## src/hw/xfer_exec_regs.svh

```systemverilog
`ifndef XFER_EXEC_REGS_SVH
`define XFER_EXEC_REGS_SVH
// register file indices of the three pointer pairs (low byte)
`define PTR_X_LO 5'd26
`define PTR_Y_LO 5'd28
`define PTR_Z_LO 5'd30
// implicit target of the operand-less program memory read
`define REG_R0 5'd0
// stack pointer after reset (plain default)
`define SP_RESET 16'h10ff
`define ADDR_ONE 16'h0001
`define BYTE_ZERO 8'h00
`define ADDR_ZERO 16'h0000
`define WORD_ADDR_ZERO 15'h0000
`define PORT_ZERO 6'h00
// odd register of a pointer pair holds the high byte
`define PAIR_HI_BIT 5'h01
`endif
```

## src/hw/xfer_exec_pkg.sv

```systemverilog
package xfer_exec_pkg;
    typedef enum logic [4:0] {
        OP_NOP, OP_COPY_REG, OP_COPY_PAIR, OP_LOAD_IMM,
        OP_PORT_IN, OP_PORT_OUT, OP_READ_PTR, OP_READ_OFS,
        OP_READ_DIR, OP_WRITE_PTR, OP_WRITE_OFS, OP_WRITE_DIR,
        OP_READ_PMEM, OP_PUSH, OP_POP, OP_SLEEP, OP_WDOG, OP_BREAK
    } op_t;
    typedef enum logic [1:0] {PTR_X, PTR_Y, PTR_Z} ptr_t;
    typedef enum logic [1:0] {MODE_PLAIN, MODE_POST_INC, MODE_PRE_DEC} mode_t;
    typedef enum logic [1:0] {S_IDLE, S_MEM, S_PWAIT, S_PCAP} state_t;
endpackage

```

## src/hw/xfer_exec.sv

```systemverilog
`include "xfer_exec_regs.svh"
`timescale 1ns/100ps
`default_nettype none

module xfer_exec (
    input  wire logic                 clock_i,
    input  wire logic                 reset_i,
    input  wire logic                 instr_valid_i,
    input  wire xfer_exec_pkg::op_t   instr_op_i,
    input  wire xfer_exec_pkg::ptr_t  ptr_sel_i,
    input  wire xfer_exec_pkg::mode_t ptr_mode_i,
    input  wire logic                 implicit_r0_i,
    input  wire logic [4:0]           rd_i,
    input  wire logic [4:0]           rr_i,
    input  wire logic [5:0]           q_i,
    input  wire logic [15:0]          k_i,
    input  wire logic [7:0]           imm_i,
    input  wire logic [5:0]           port_i,
    input  wire logic [7:0]           io_rdata_i,
    input  wire logic                 debug_en_i,
    input  wire logic [7:0]           dmem_rdata_i,
    input  wire logic [15:0]          pmem_rdata_i,
    input  wire logic [4:0]           reg_peek_i,
    output logic                      ready_o,
    output logic                      done_o,
    output logic [15:0]               dmem_addr_o,
    output logic                      dmem_rd_o,
    output logic                      dmem_wr_o,
    output logic [7:0]                dmem_wdata_o,
    output logic [14:0]               pmem_addr_o,
    output logic                      pmem_rd_o,
    output logic [5:0]                io_addr_o,
    output logic                      io_wr_o,
    output logic [7:0]                io_wdata_o,
    output logic                      sleep_o,
    output logic                      wdt_restart_o,
    output logic                      break_o,
    output logic [15:0]               sp_o,
    output logic [7:0]                reg_peek_o
);
    import xfer_exec_pkg::*;

    logic [7:0]  gpr_q [32];
    state_t      state_q;
    state_t      state_d;
    logic        ready_q;
    logic        done_q;
    logic [15:0] sp_q;
    logic [4:0]  dst_q;
    logic        rd_pend_q;
    logic        hi_sel_q;
    logic [15:0] dmem_addr_q;
    logic        dmem_rd_q;
    logic        dmem_wr_q;
    logic [7:0]  dmem_wdata_q;
    logic [14:0] pmem_addr_q;
    logic        pmem_rd_q;
    logic [5:0]  io_addr_q;
    logic        io_wr_q;
    logic [7:0]  io_wdata_q;
    logic        sleep_q;
    logic        wdt_q;
    logic        brk_q;
    logic [7:0]  peek_q;

    // decode of the accepted instruction
    wire acc      = ready_q & instr_valid_i;
    wire is_rptr  = instr_op_i == OP_READ_PTR;
    wire is_wptr  = instr_op_i == OP_WRITE_PTR;
    wire is_rofs  = instr_op_i == OP_READ_OFS;
    wire is_wofs  = instr_op_i == OP_WRITE_OFS;
    wire is_rdir  = instr_op_i == OP_READ_DIR;
    wire is_wdir  = instr_op_i == OP_WRITE_DIR;
    wire is_push  = instr_op_i == OP_PUSH;
    wire is_pop   = instr_op_i == OP_POP;
    wire is_pmem  = instr_op_i == OP_READ_PMEM;
    wire is_dread = is_rptr | is_rofs | is_rdir | is_pop;
    wire is_dwr   = is_wptr | is_wofs | is_wdir | is_push;
    wire is_dmem  = is_dread | is_dwr;

    // pointer pair selection and address arithmetic
    wire [4:0] ptr_lo = (ptr_sel_i == PTR_X) ? `PTR_X_LO :
                        (ptr_sel_i == PTR_Y) ? `PTR_Y_LO : `PTR_Z_LO;
    wire [4:0]  ptr_hi  = ptr_lo | `PAIR_HI_BIT;
    wire [15:0] ptr_val = {gpr_q[ptr_hi], gpr_q[ptr_lo]};
    wire [15:0] z_val   = {gpr_q[`PTR_Z_LO | `PAIR_HI_BIT], gpr_q[`PTR_Z_LO]};
    wire [15:0] ptr_inc = ptr_val + `ADDR_ONE;
    wire [15:0] ptr_dec = ptr_val - `ADDR_ONE;
    wire [15:0] ptr_ofs = ptr_val + {10'h000, q_i};
    wire        pre_dec = ptr_mode_i == MODE_PRE_DEC;
    wire        post    = ptr_mode_i == MODE_POST_INC;
    wire [15:0] sp_dec  = sp_q - `ADDR_ONE;
    wire [15:0] sp_inc  = sp_q + `ADDR_ONE;

    // effective data address; pre-decrement uses the lowered pointer
    wire [15:0] ptr_ea = pre_dec ? ptr_dec : ptr_val;
    wire [15:0] ea =
        (is_rptr | is_wptr) ? ptr_ea :
        (is_rofs | is_wofs) ? ptr_ofs :
        (is_rdir | is_wdir) ? k_i :
        is_push             ? sp_q :
        is_pop              ? sp_inc :
                              `ADDR_ZERO;

    // pointer write-back happens on the accepting edge, so the next
    // instruction already sees the moved pointer
    wire ptr_step = (is_rptr | is_wptr) & (post | pre_dec);
    // pre-decrement is not offered on program reads; it runs as plain
    wire z_step   = is_pmem & post;
    wire ptr_wr   = acc & (ptr_step | z_step);
    wire [15:0] ptr_new  = pre_dec ? ptr_dec : ptr_inc;
    wire [15:0] z_new    = z_val + `ADDR_ONE;
    wire [15:0] pair_ptr = is_pmem ? z_new : ptr_new;
    wire [4:0]  z_lo     = `PTR_Z_LO;
    wire [3:0]  pair_ptr_idx = is_pmem ? z_lo[4:1] : ptr_lo[4:1];

    // byte write sources: one-cycle ops, memory read, program read
    wire [7:0] rr_val = gpr_q[rr_i];
    wire [15:0] rr_pair = {gpr_q[{rr_i[4:1], 1'b1}], gpr_q[{rr_i[4:1], 1'b0}]};
    wire one_byte = acc & ((instr_op_i == OP_COPY_REG)
                  | (instr_op_i == OP_LOAD_IMM)
                  | (instr_op_i == OP_PORT_IN));
    wire [7:0] one_data =
        (instr_op_i == OP_COPY_REG) ? rr_val :
        (instr_op_i == OP_LOAD_IMM) ? imm_i : io_rdata_i;
    wire mem_byte  = (state_q == S_MEM) & rd_pend_q;
    wire pmem_byte = state_q == S_PCAP;
    wire [7:0] pm_data = hi_sel_q ? pmem_rdata_i[15:8] : pmem_rdata_i[7:0];
    wire       byte_en  = one_byte | mem_byte | pmem_byte;
    wire [4:0] byte_idx = one_byte ? rd_i : dst_q;
    wire [7:0] byte_dat = one_byte ? one_data :
                          mem_byte ? dmem_rdata_i : pm_data;

    wire copy_pair = acc & (instr_op_i == OP_COPY_PAIR);
    wire       pair_en  = copy_pair | ptr_wr;
    wire [3:0] pair_idx = copy_pair ? rd_i[4:1] : pair_ptr_idx;
    wire [15:0] pair_dat = copy_pair ? rr_pair : pair_ptr;

    // register file; pair and byte writes never share a cycle
    for (genvar i = 0; i < 32; i++) begin : g_gpr
        wire [4:0] idx = 5'(i);
        wire hit_b = byte_en & (byte_idx == idx);
        wire hit_p = pair_en & (pair_idx == idx[4:1]);
        wire [7:0] pv = idx[0] ? pair_dat[15:8] : pair_dat[7:0];
        always_ff @(posedge clock_i) begin
            if (reset_i) begin
                gpr_q[i] <= `BYTE_ZERO;
            end else if (hit_b) begin
                gpr_q[i] <= byte_dat;
            end else if (hit_p) begin
                gpr_q[i] <= pv;
            end
        end
    end

    // two-cycle ops visit S_MEM, program reads visit two extra states
    always_comb begin
        state_d = state_q;
        unique case (state_q)
            S_IDLE: begin
                if (acc & is_dmem) begin
                    state_d = S_MEM;
                end else if (acc & is_pmem) begin
                    state_d = S_PWAIT;
                end
            end
            S_MEM:   state_d = S_IDLE;
            S_PWAIT: state_d = S_PCAP;
            S_PCAP:  state_d = S_IDLE;
        endcase
    end

    // done stands one cycle, right after the edge the result landed on
    wire one_cycle = acc & ~is_dmem & ~is_pmem;
    wire done_d = one_cycle | (state_q == S_MEM) | (state_q == S_PCAP);
    wire sp_push = acc & is_push;
    wire sp_pop  = acc & is_pop;
    // break is inert unless the debug logic has claimed the core
    wire brk_d = acc & (instr_op_i == OP_BREAK) & debug_en_i;
    // destination is latched on accept so the inputs may move on
    wire [4:0] dst_d = (is_pmem & implicit_r0_i) ? `REG_R0 : rd_i;
    wire [7:0] wdata_d = (is_dwr & acc) ? rr_val : dmem_wdata_q;
    // ready drops on the accept edge of memory and program ops only; one-cycle ops leave it high, so a held valid is accepted again

    always_ff @(posedge clock_i) begin
        if (reset_i) begin
            state_q <= S_IDLE;
            ready_q <= 1'b0;
            done_q  <= 1'b0;
        end else begin
            state_q <= state_d;
            ready_q <= state_d == S_IDLE;
            done_q  <= done_d;
        end
    end

    // stack grows down: push decrements after, pop increments before
    always_ff @(posedge clock_i) begin
        if (reset_i) begin
            sp_q <= `SP_RESET;
        end else if (sp_push) begin
            sp_q <= sp_dec;
        end else if (sp_pop) begin
            sp_q <= sp_inc;
        end
    end

    always_ff @(posedge clock_i) begin
        if (reset_i) begin
            dst_q     <= `REG_R0;
            rd_pend_q <= 1'b0;
            hi_sel_q  <= 1'b0;
        end else if (acc) begin
            dst_q     <= dst_d;
            rd_pend_q <= is_dread;
            hi_sel_q  <= z_val[0];
        end
    end

    // data memory strobes stand for the single second cycle
    // write data is held between writes, so memory never sees a stale bus
    always_ff @(posedge clock_i) begin
        if (reset_i) begin
            dmem_addr_q  <= `ADDR_ZERO;
            dmem_rd_q    <= 1'b0;
            dmem_wr_q    <= 1'b0;
            dmem_wdata_q <= `BYTE_ZERO;
        end else begin
            dmem_addr_q  <= (acc & is_dmem) ? ea : dmem_addr_q;
            dmem_rd_q    <= acc & is_dread;
            dmem_wr_q    <= acc & is_dwr;
            dmem_wdata_q <= wdata_d;
        end
    end

    // program memory is word wide; z bit 0 picks the byte
    always_ff @(posedge clock_i) begin
        if (reset_i) begin
            pmem_addr_q <= `WORD_ADDR_ZERO;
            pmem_rd_q   <= 1'b0;
        end else begin
            pmem_addr_q <= (acc & is_pmem) ? z_val[15:1] : pmem_addr_q;
            pmem_rd_q   <= acc & is_pmem;
        end
    end

    // port address and data follow every accepted instruction; only
    // io_wr_o qualifies them. peek trails the register file by one cycle
    always_ff @(posedge clock_i) begin
        if (reset_i) begin
            io_addr_q  <= `PORT_ZERO;
            io_wr_q    <= 1'b0;
            io_wdata_q <= `BYTE_ZERO;
            sleep_q    <= 1'b0;
            wdt_q      <= 1'b0;
            brk_q      <= 1'b0;
            peek_q     <= `BYTE_ZERO;
        end else begin
            io_addr_q  <= acc ? port_i : io_addr_q;
            io_wr_q    <= acc & (instr_op_i == OP_PORT_OUT);
            io_wdata_q <= acc ? rr_val : io_wdata_q;
            sleep_q    <= acc & (instr_op_i == OP_SLEEP);
            wdt_q      <= acc & (instr_op_i == OP_WDOG);
            brk_q      <= brk_d;
            peek_q     <= gpr_q[reg_peek_i];
        end
    end

    assign ready_o       = ready_q;
    assign done_o        = done_q;
    assign dmem_addr_o   = dmem_addr_q;
    assign dmem_rd_o     = dmem_rd_q;
    assign dmem_wr_o     = dmem_wr_q;
    assign dmem_wdata_o  = dmem_wdata_q;
    assign pmem_addr_o   = pmem_addr_q;
    assign pmem_rd_o     = pmem_rd_q;
    assign io_addr_o     = io_addr_q;
    assign io_wr_o       = io_wr_q;
    assign io_wdata_o    = io_wdata_q;
    assign sleep_o       = sleep_q;
    assign wdt_restart_o = wdt_q;
    assign break_o       = brk_q;
    assign sp_o          = sp_q;
    assign reg_peek_o    = peek_q;
endmodule

`default_nettype wire

```

## config.mk

```make
export PLATFORM = sky130hd
export DESIGN_NAME = xfer_exec
export DESIGN_NICKNAME = d
export VERILOG_FILES = /design/src/hw/xfer_exec_pkg.sv /design/src/hw/xfer_exec.sv
export VERILOG_INCLUDE_DIRS = /design/src /design/src/hw
export SDC_FILE = /design/constraint.sdc
export NUM_CORES = 1
export LEC_CHECK = 0
export ABC_AREA = 1
export BUFFER_PORTS_ARGS = -buffer_cell sky130_fd_sc_hd__buf_2
export CAP_MARGIN = 40
export CORE_MARGIN = 5
export CORE_UTILIZATION = 28
export DETAILED_ROUTE_END_ITERATION = 16
export PLACE_DENSITY_LB_ADDON = 0.05
export SETUP_SLACK_MARGIN = 0.1
export SLEW_MARGIN = 40
export SYNTH_ARGS = -nofsm -noshare
export SYNTH_HDL_FRONTEND = slang
export SYNTH_SLANG_ARGS = --single-unit
```

## constraint.sdc

```tcl
create_clock -name clock_i -period 2.28 [get_ports clock_i]
set_input_delay 0 -clock clock_i [delete_from_list [all_inputs] [get_ports clock_i]]
set_output_delay 0 -clock clock_i [all_outputs]
set_load 0.05 [all_outputs]
```

==> results of run 1 <==
[metal layers]
metal | part of all wire | up-vias | track usage
met5 | 0.000045 | - | 0
met4 | 0.034 | 2 | 0.0595
met1 | 0.45 | 15400 | 0.426
met3 | 0.094 | 230 | 0.0551
met2 | 0.42 | 1494 | 0.428
li1 | - | 14800 | -
[state kept, by name (all words and copies together), names as in the netlist, 2 cells and up]
| name | flops |
|---|---|
| io_wdata_o | 8 |
| state_q | 2 |
| dmem_addr_o | 16 |
| pmem_addr_o | 15 |
| dmem_wdata_o | 8 |
| sp_o | 16 |
| gpr_q | 256 |
| io_addr_o | 6 |
| dst_q | 5 |
| reg_peek_o | 8 |
[tightest hold or removal path, stage by stage]
cell and delay (ns):
buf_2 0.08, nand2_1 0.05, o211ai_1 0.07, nor2_1 0.06, buf_4 0.16, nand2_1 0.06
nand2_1 0.04, a21oi_1 0.12
[cell type report]
class                      instances  area [µm²]  share of cell area
multi-input combinational       2996       17300               0.422
timing repair buffer            1088       10100               0.246
sequential                       351        9600               0.235
tap                             1186        1480              0.0363
clock buffer                      58        1260              0.0307
inverter                         219         873              0.0213
clock inverter                    27         369             0.00902
antenna                            2        5.00            0.000122
[cells in the mapped netlist (all sizes together) (9+ instances only)]
cell type	instances	area (µm²)
mux2	15	169
and2	12	75.1
o211ai	50	375
o221ai	57	505
nor2	387	1630
ha	12	150
nand4	32	200
clkinv	9	35.0
o21ai	462	2330
nor3	20	139
xor2	16	140
nand3	374	1920
a21boi	26	195
clkbuf	123	464
buf	123	758
nand2	1250	4740
dfxtp	95	1900
a31oi	21	168
inv	210	788
o22ai	18	113
edfxtp	256	7690
a211oi	16	120
a21oi	194	971
[kinds of logic after synthesis]
kind of cell | synth area share
buf+inv | 0.0791
flops | 0.371
fa+ha+maj | 0.00581
simple gates | 0.340
xor+xnor | 0.00644
compound gates | 0.190
mux | 0.00770
[report_power, final]
part           internal (W)  switching (W)
combinational       0.00223        0.00359
clock               0.00483        0.00323
sequential          0.00705       0.000188
[through the flow]
| stage | power [W] | setup slack [ns] |
|---|---|---|
| after floorplan | 0.00930 | 0.102 |
| after detailed placement | 0.0119 | -0.578 |
| after global routing | 0.0217 | -0.330 |
| after CTS | 0.0203 | -0.216 |
| final | 0.0211 | -0.228 |
| after global placement | 0.0119 | -0.557 |
[path summary, 6_finish.rpt]
kind                                         to  slack [ns]  depth (start not counted)
worst max-delay path                gpr_q[5][7]       -0.23                         13
worst min-delay path            dmem_addr_o[14]        0.07                          8
worst max register to register      gpr_q[5][7]       -0.23                         13
worst min register to register   dmem_addr_o[3]        0.46                          2
[what timing repair did]
action,CTS,global route
gates cloned,5,18
endpoints found under the hold margin,51,1
setup buffers,13,94
endpoints found under the setup margin,519,531
hold buffers,57,1
gates resized for setup,175,793
pin swaps,13,175
==> flow_metrics.env, run 1 <==
export IMPL_status="finished with violations"
export IMPL_violations="setup timing"
export IMPL_drc=0
export IMPL_fin_skew_ns=0.0282
export IMPL_syn2layout_area_growth_pct=58.3
export IMPL_p_leak_nw=18.1
export IMPL_synth_cell_type_count=61
export IMPL_ctsRootBufferMaster="clkbuf_16"
export IMPL_dp_cells=5664
export IMPL_startpoint="gpr_q[30][7]"
export IMPL_initial_core_util=0.282
export IMPL_cts_buffers=46
export IMPL_critical_path_arrival_ns=2.86
export IMPL_core_area_um2=91700
export IMPL_min_from="k_i[14]"
export IMPL_ir_drop_uv=519
export IMPL_seq_area_frac_synth=0.371
export IMPL_clock_sinks=351
export IMPL_design_area_um2=40900
export IMPL_final_util=0.446
export IMPL_die_width_um=314
export IMPL_grt_antenna_before_repair=2
export IMPL_power_density_nw_per_um2=516
export IMPL_crit_required_ns=2.64
export IMPL_synthFlopType="edfxtp_1"
export IMPL_cp_start_kind="flip-flop"
export IMPL_dp_hpwl_mm=111
export IMPL_cap_violations=0
export IMPL_mappedNetlistArea_um2=25800
export IMPL_synth_seq_cells=351
export IMPL_fp_row_count=111
export IMPL_end_kind="flip-flop"
export IMPL_max_freq_mhz=399
export IMPL_fin_crit_sh=1.10
export IMPL_io_pins=183
export IMPL_min_path_type="input pin to flip-flop"
export IMPL_final_layout_size_suffix_gt1_frac=0.380
export IMPL_grt_total_usage=0.285
export IMPL_postSynthAreaPerCell_um2=6.78
export IMPL_crit_slowest_cell="edfxtp_1"
export IMPL_r2r_start="gpr_q[30][7]"
export IMPL_layout_setup_ws_ns=-0.228
export IMPL_grt_remaining_overflow=0
export IMPL_path_cells="buf_6 > buf_4 > nand2_2 > nor3_4 > nand2_4 > nor2_4 > nand3_2 > xnor2_2 > a21oi_2 > nand2_4 > clkbuf_16 > nand3_2 > nand2_1"
export IMPL_maxSlewHeadroom=0.506
export IMPL_grt_pass1_wl_mm=208
export IMPL_grt_max_degree=103
export IMPL_fin_crit_ns=2.51
export IMPL_critPathBufInv=3
export IMPL_worstMarginPinSlew_ns=0.741
export IMPL_synth_edff_count=256
export IMPL_grt_setup_unrepaired="yes"
export IMPL_die_area_um2=98500
export IMPL_nNetsFinal=4811
export IMPL_grt_pass1_vias=28700
export IMPL_initialDrtViolationCount=3717
export IMPL_hold_viol=0
export IMPL_synth_warnings=0
export IMPL_first_pass_iters=6
export IMPL_async_reset_ff_frac=0
export IMPL_vias_per_cell=5.38
export IMPL_fillCellCount=9473
export IMPL_clkLatencyLatePin_ns=0.62
export IMPL_htreeDepth=2
export IMPL_gp_congestion=0.929
export IMPL_layout_commonest_cell="nand2_1"
export IMPL_crit_fanout=8
export IMPL_slew_viol_final=0
export IMPL_finalSetupViolations=238
export IMPL_ant_nets=0
export IMPL_timing_hold_ws_ns=0.0668
export IMPL_cp_top_family="simple AND/OR/NAND/NOR gates"
export IMPL_critical_path_class="flip-flop to flip-flop"
export IMPL_routed_wl_mm=154
export IMPL_wl_per_cell_um=26.0
export IMPL_final_cell_mix="nand2_1 (984), buf_4 (646), o21ai_0 (337), nor2_1 (297), edfxtp_1 (256)"
export IMPL_clk_pin_slew_worst_paths_ns=0.06
export IMPL_slowest_delay_ns=0.55
export IMPL_cts_tree="built"
export IMPL_synth_nets=3921
export IMPL_placement_io_buffers=182
export IMPL_vias=31900
export IMPL_tns_ns=-30.24
export IMPL_clk_path_buf_depth=3
export IMPL_die_h_um=314
export IMPL_netlist_instances=3812
export IMPL_placed_cell_area_um2=33900
export IMPL_instances_no_fill=5927
No activity file was read; power rests on OpenSTA's default activity.
==> run 2, diff against run 1 <==
Settings changed: SETUP_SLACK_MARGIN 0.1 to 0.02.
==> run 2 against run 1 <==
Effect of this change:
- the run still ends with setup timing left
- critical path depth grew 2
- sequential cell count is the same
- sequential share of layout area shrank 0.25 points
- clock power shrank 6.9%
- worst hold slack lost 0.0014 ns
- global-route usage grew 1.8 points
- highest routed layer is now met4
- combinational power grew 5.0%
- register-to-register slack lost 0.07 ns
- maximum frequency shrank 2.5%
==> flow_metrics.env, run 2 (synthesized netlist as in run 1, its figures left out) <==
export IMPL_status="finished with violations"
export IMPL_crit_top_cell="nand2_1"
export IMPL_final_cell_mix="nand2_1 (951), buf_4 (653), o21ai_0 (316), nor2_1 (298), edfxtp_1 (256)"
export IMPL_crit_slowest_cell="edfxtp_1"
export IMPL_min_path_type="input pin to flip-flop"
export IMPL_ctsRootBufferMaster="clkbuf_16"
export IMPL_slew_viol_final=0
export IMPL_fp_row_count=111
export IMPL_cts_tree="built"
export IMPL_finalSetupViolations=266
export IMPL_worstMarginPinSlew_ns=0.810
export IMPL_routed_wl_mm=159
export IMPL_p_sw_w=0.00724
export IMPL_finalPower_w=0.0208
export IMPL_min_from="k_i[11]"
export IMPL_startpoint="gpr_q[30][7]"
export IMPL_tns_ns=-41.34
export IMPL_initialDrtViolationCount=3834
export IMPL_nNetsFinal=4827
export IMPL_cp_start_kind="flip-flop"
export IMPL_r2r_start="gpr_q[30][7]"
export IMPL_largest_reg_flops=256
export IMPL_placed_cell_area_um2=33700
export IMPL_layout_setup_ws_ns=-0.293
export IMPL_dp_hpwl_mm=111
export IMPL_critical_path_class="flip-flop to flip-flop"
export IMPL_hold_viol=0
export IMPL_cts_buffers=45
export IMPL_placement_io_buffers=182
export IMPL_crit_required_ns=2.77
export IMPL_fin_crit_ns=2.57
export IMPL_design_area_um2=41300
export IMPL_cap_violations=0
export IMPL_die_h_um=314
export IMPL_first_pass_iters=5
export IMPL_syn2layout_area_growth_pct=59.9
export IMPL_vias=32300
export IMPL_die_area_um2=98500
export IMPL_p_int_w=0.0136
export IMPL_clk_pin_slew_worst_paths_ns=0.06
export IMPL_multi_input_area_um2=17600
export IMPL_die_width_um=314
export IMPL_wl_per_cell_um=26.8
export IMPL_fin_crit_sh=1.13
export IMPL_slowest_delay_ns=0.45
export IMPL_initial_core_util=0.282
export IMPL_power_density_nw_per_um2=504
export IMPL_gp_congestion=0.976
export IMPL_path_cells="buf_4 > nand2_1 > nand3_4 > buf_4 > nand2_2 > nor2_2 > nand2_1 > o21ai_1 > nand3_1 > nand3_2 > nand3_4 > nand2_8 > buf_12 > nand2_1 > nand2_1"
export IMPL_grt_pass1_vias=29300
export IMPL_end_kind="flip-flop"
export IMPL_pwr_share_seq=0.347
export IMPL_clock_sinks=351
export IMPL_clk_path_buf_depth=3
export IMPL_grt_total_usage=0.303
export IMPL_violations="setup timing"
export IMPL_grt_antenna_before_repair=4
export IMPL_critical_path_arrival_ns=3.06
export IMPL_maxSlewHeadroom=0.458
export IMPL_clkLatencyLatePin_ns=0.67
export IMPL_critPathBufInv=3
export IMPL_crit_fanout=7
export IMPL_fillCellCount=9342
export IMPL_clockPowerShare=0.360
export IMPL_layout_commonest_cell="nand2_1"
export IMPL_p_leak_nw=18.4
export IMPL_fin_skew_ns=0.0562
export IMPL_io_pins=183
export IMPL_grt_setup_unrepaired="yes"
export IMPL_ir_drop_uv=509
export IMPL_grt_remaining_overflow=0
export IMPL_htreeDepth=2
export IMPL_max_freq_mhz=389
export IMPL_grt_pass1_wl_mm=218
export IMPL_cp_top_family="simple AND/OR/NAND/NOR gates"
export IMPL_vias_per_cell=5.43
export IMPL_p_comb_frac=0.293
export IMPL_drc=0
export IMPL_final_layout_size_suffix_gt1_frac=0.394
export IMPL_antenna_cells=0
export IMPL_switching_share=0.347
export IMPL_grt_max_degree=75
export IMPL_core_area_um2=91700
export IMPL_seq_area_um2=9590
export IMPL_top_register="gpr_q"
export IMPL_ant_nets=0
==> run 2: changes by cell type in the layout (fill, tap and decap cells not counted), moves of 15 or more <==
cell and delta:
o21ai_0 -21, o21ai_2 +29, buf_16 +17, nand2_4 +17, nand2_2 +15, nand2_1 -33
==> run 2: final cells by class <==
cell class | count | share of cell area
repair buffers | 1104 | 0.249
well taps | 1186 | 0.0359
clock buffers | 52 | 0.0279
flip-flops and latches | 351 | 0.232
clock inverters | 32 | 0.00769
inverters | 219 | 0.0212
multi-input cells | 2997 | 0.426
==> run 2: path summary, 6_finish.rpt <==
check               endpoint  slack [ns]  cells past startpoint
max              gpr_q[3][2]       -0.29                     15
min          dmem_addr_o[11]        0.07                      7
max reg2reg      gpr_q[3][2]       -0.29                     15
min reg2reg  dmem_addr_o[13]        0.46                      2
==> run 2: routing by layer <==
layer	global-route usage	routed length, µm	share of wire
met5	0	0	0
met4	0.0907	6330	0.040
met3	0.0544	15400	0.097
met2	0.447	66800	0.42
met1	0.450	70800	0.44
==> run 2: stage by stage <==
step	hold WS [ns]	worst slack [ns]	std cells	util
2_1_floorplan	0.143	0.0204	3812	-
3_3_place_gp	0.249	-0.459	5648	0.367
3_5_place_dp	0.256	-0.410	5648	0.367
4_1_cts	0.0123	-0.268	5892	0.422
5_1_grt	0.0617	-0.439	5941	0.451
6_report	0.0654	-0.293	5941	0.451
==> run 2: repair_timing <==
item                                    in CTS  in global routing
endpoints found under the setup margin     520                518
endpoints found under the hold margin       55                  0
hold buffers                                61                  0
setup buffers                               80                 57
pin swaps                                  110                176
gates cloned                                26                 10
gates resized for setup                    500                616
==> run 2: worst min-delay path, delay by kind of cell <==
family	cells	cell delay, ns
buffers and inverters	1	0.08
AND/OR/NAND/NOR	4	0.41
AO/OA/AOI/OAI	2	0.19
==> run 2: power by group through the flow <==
stage          Sequential [W]  Combinational [W]  Clock [W]
6_report              0.00724            0.00611    0.00750
2_1_floorplan         0.00743            0.00185          0
4_1_cts               0.00723            0.00542    0.00759
3_3_place_gp          0.00737            0.00449          0
3_5_place_dp          0.00736            0.00447          0
5_1_grt               0.00725            0.00630    0.00784
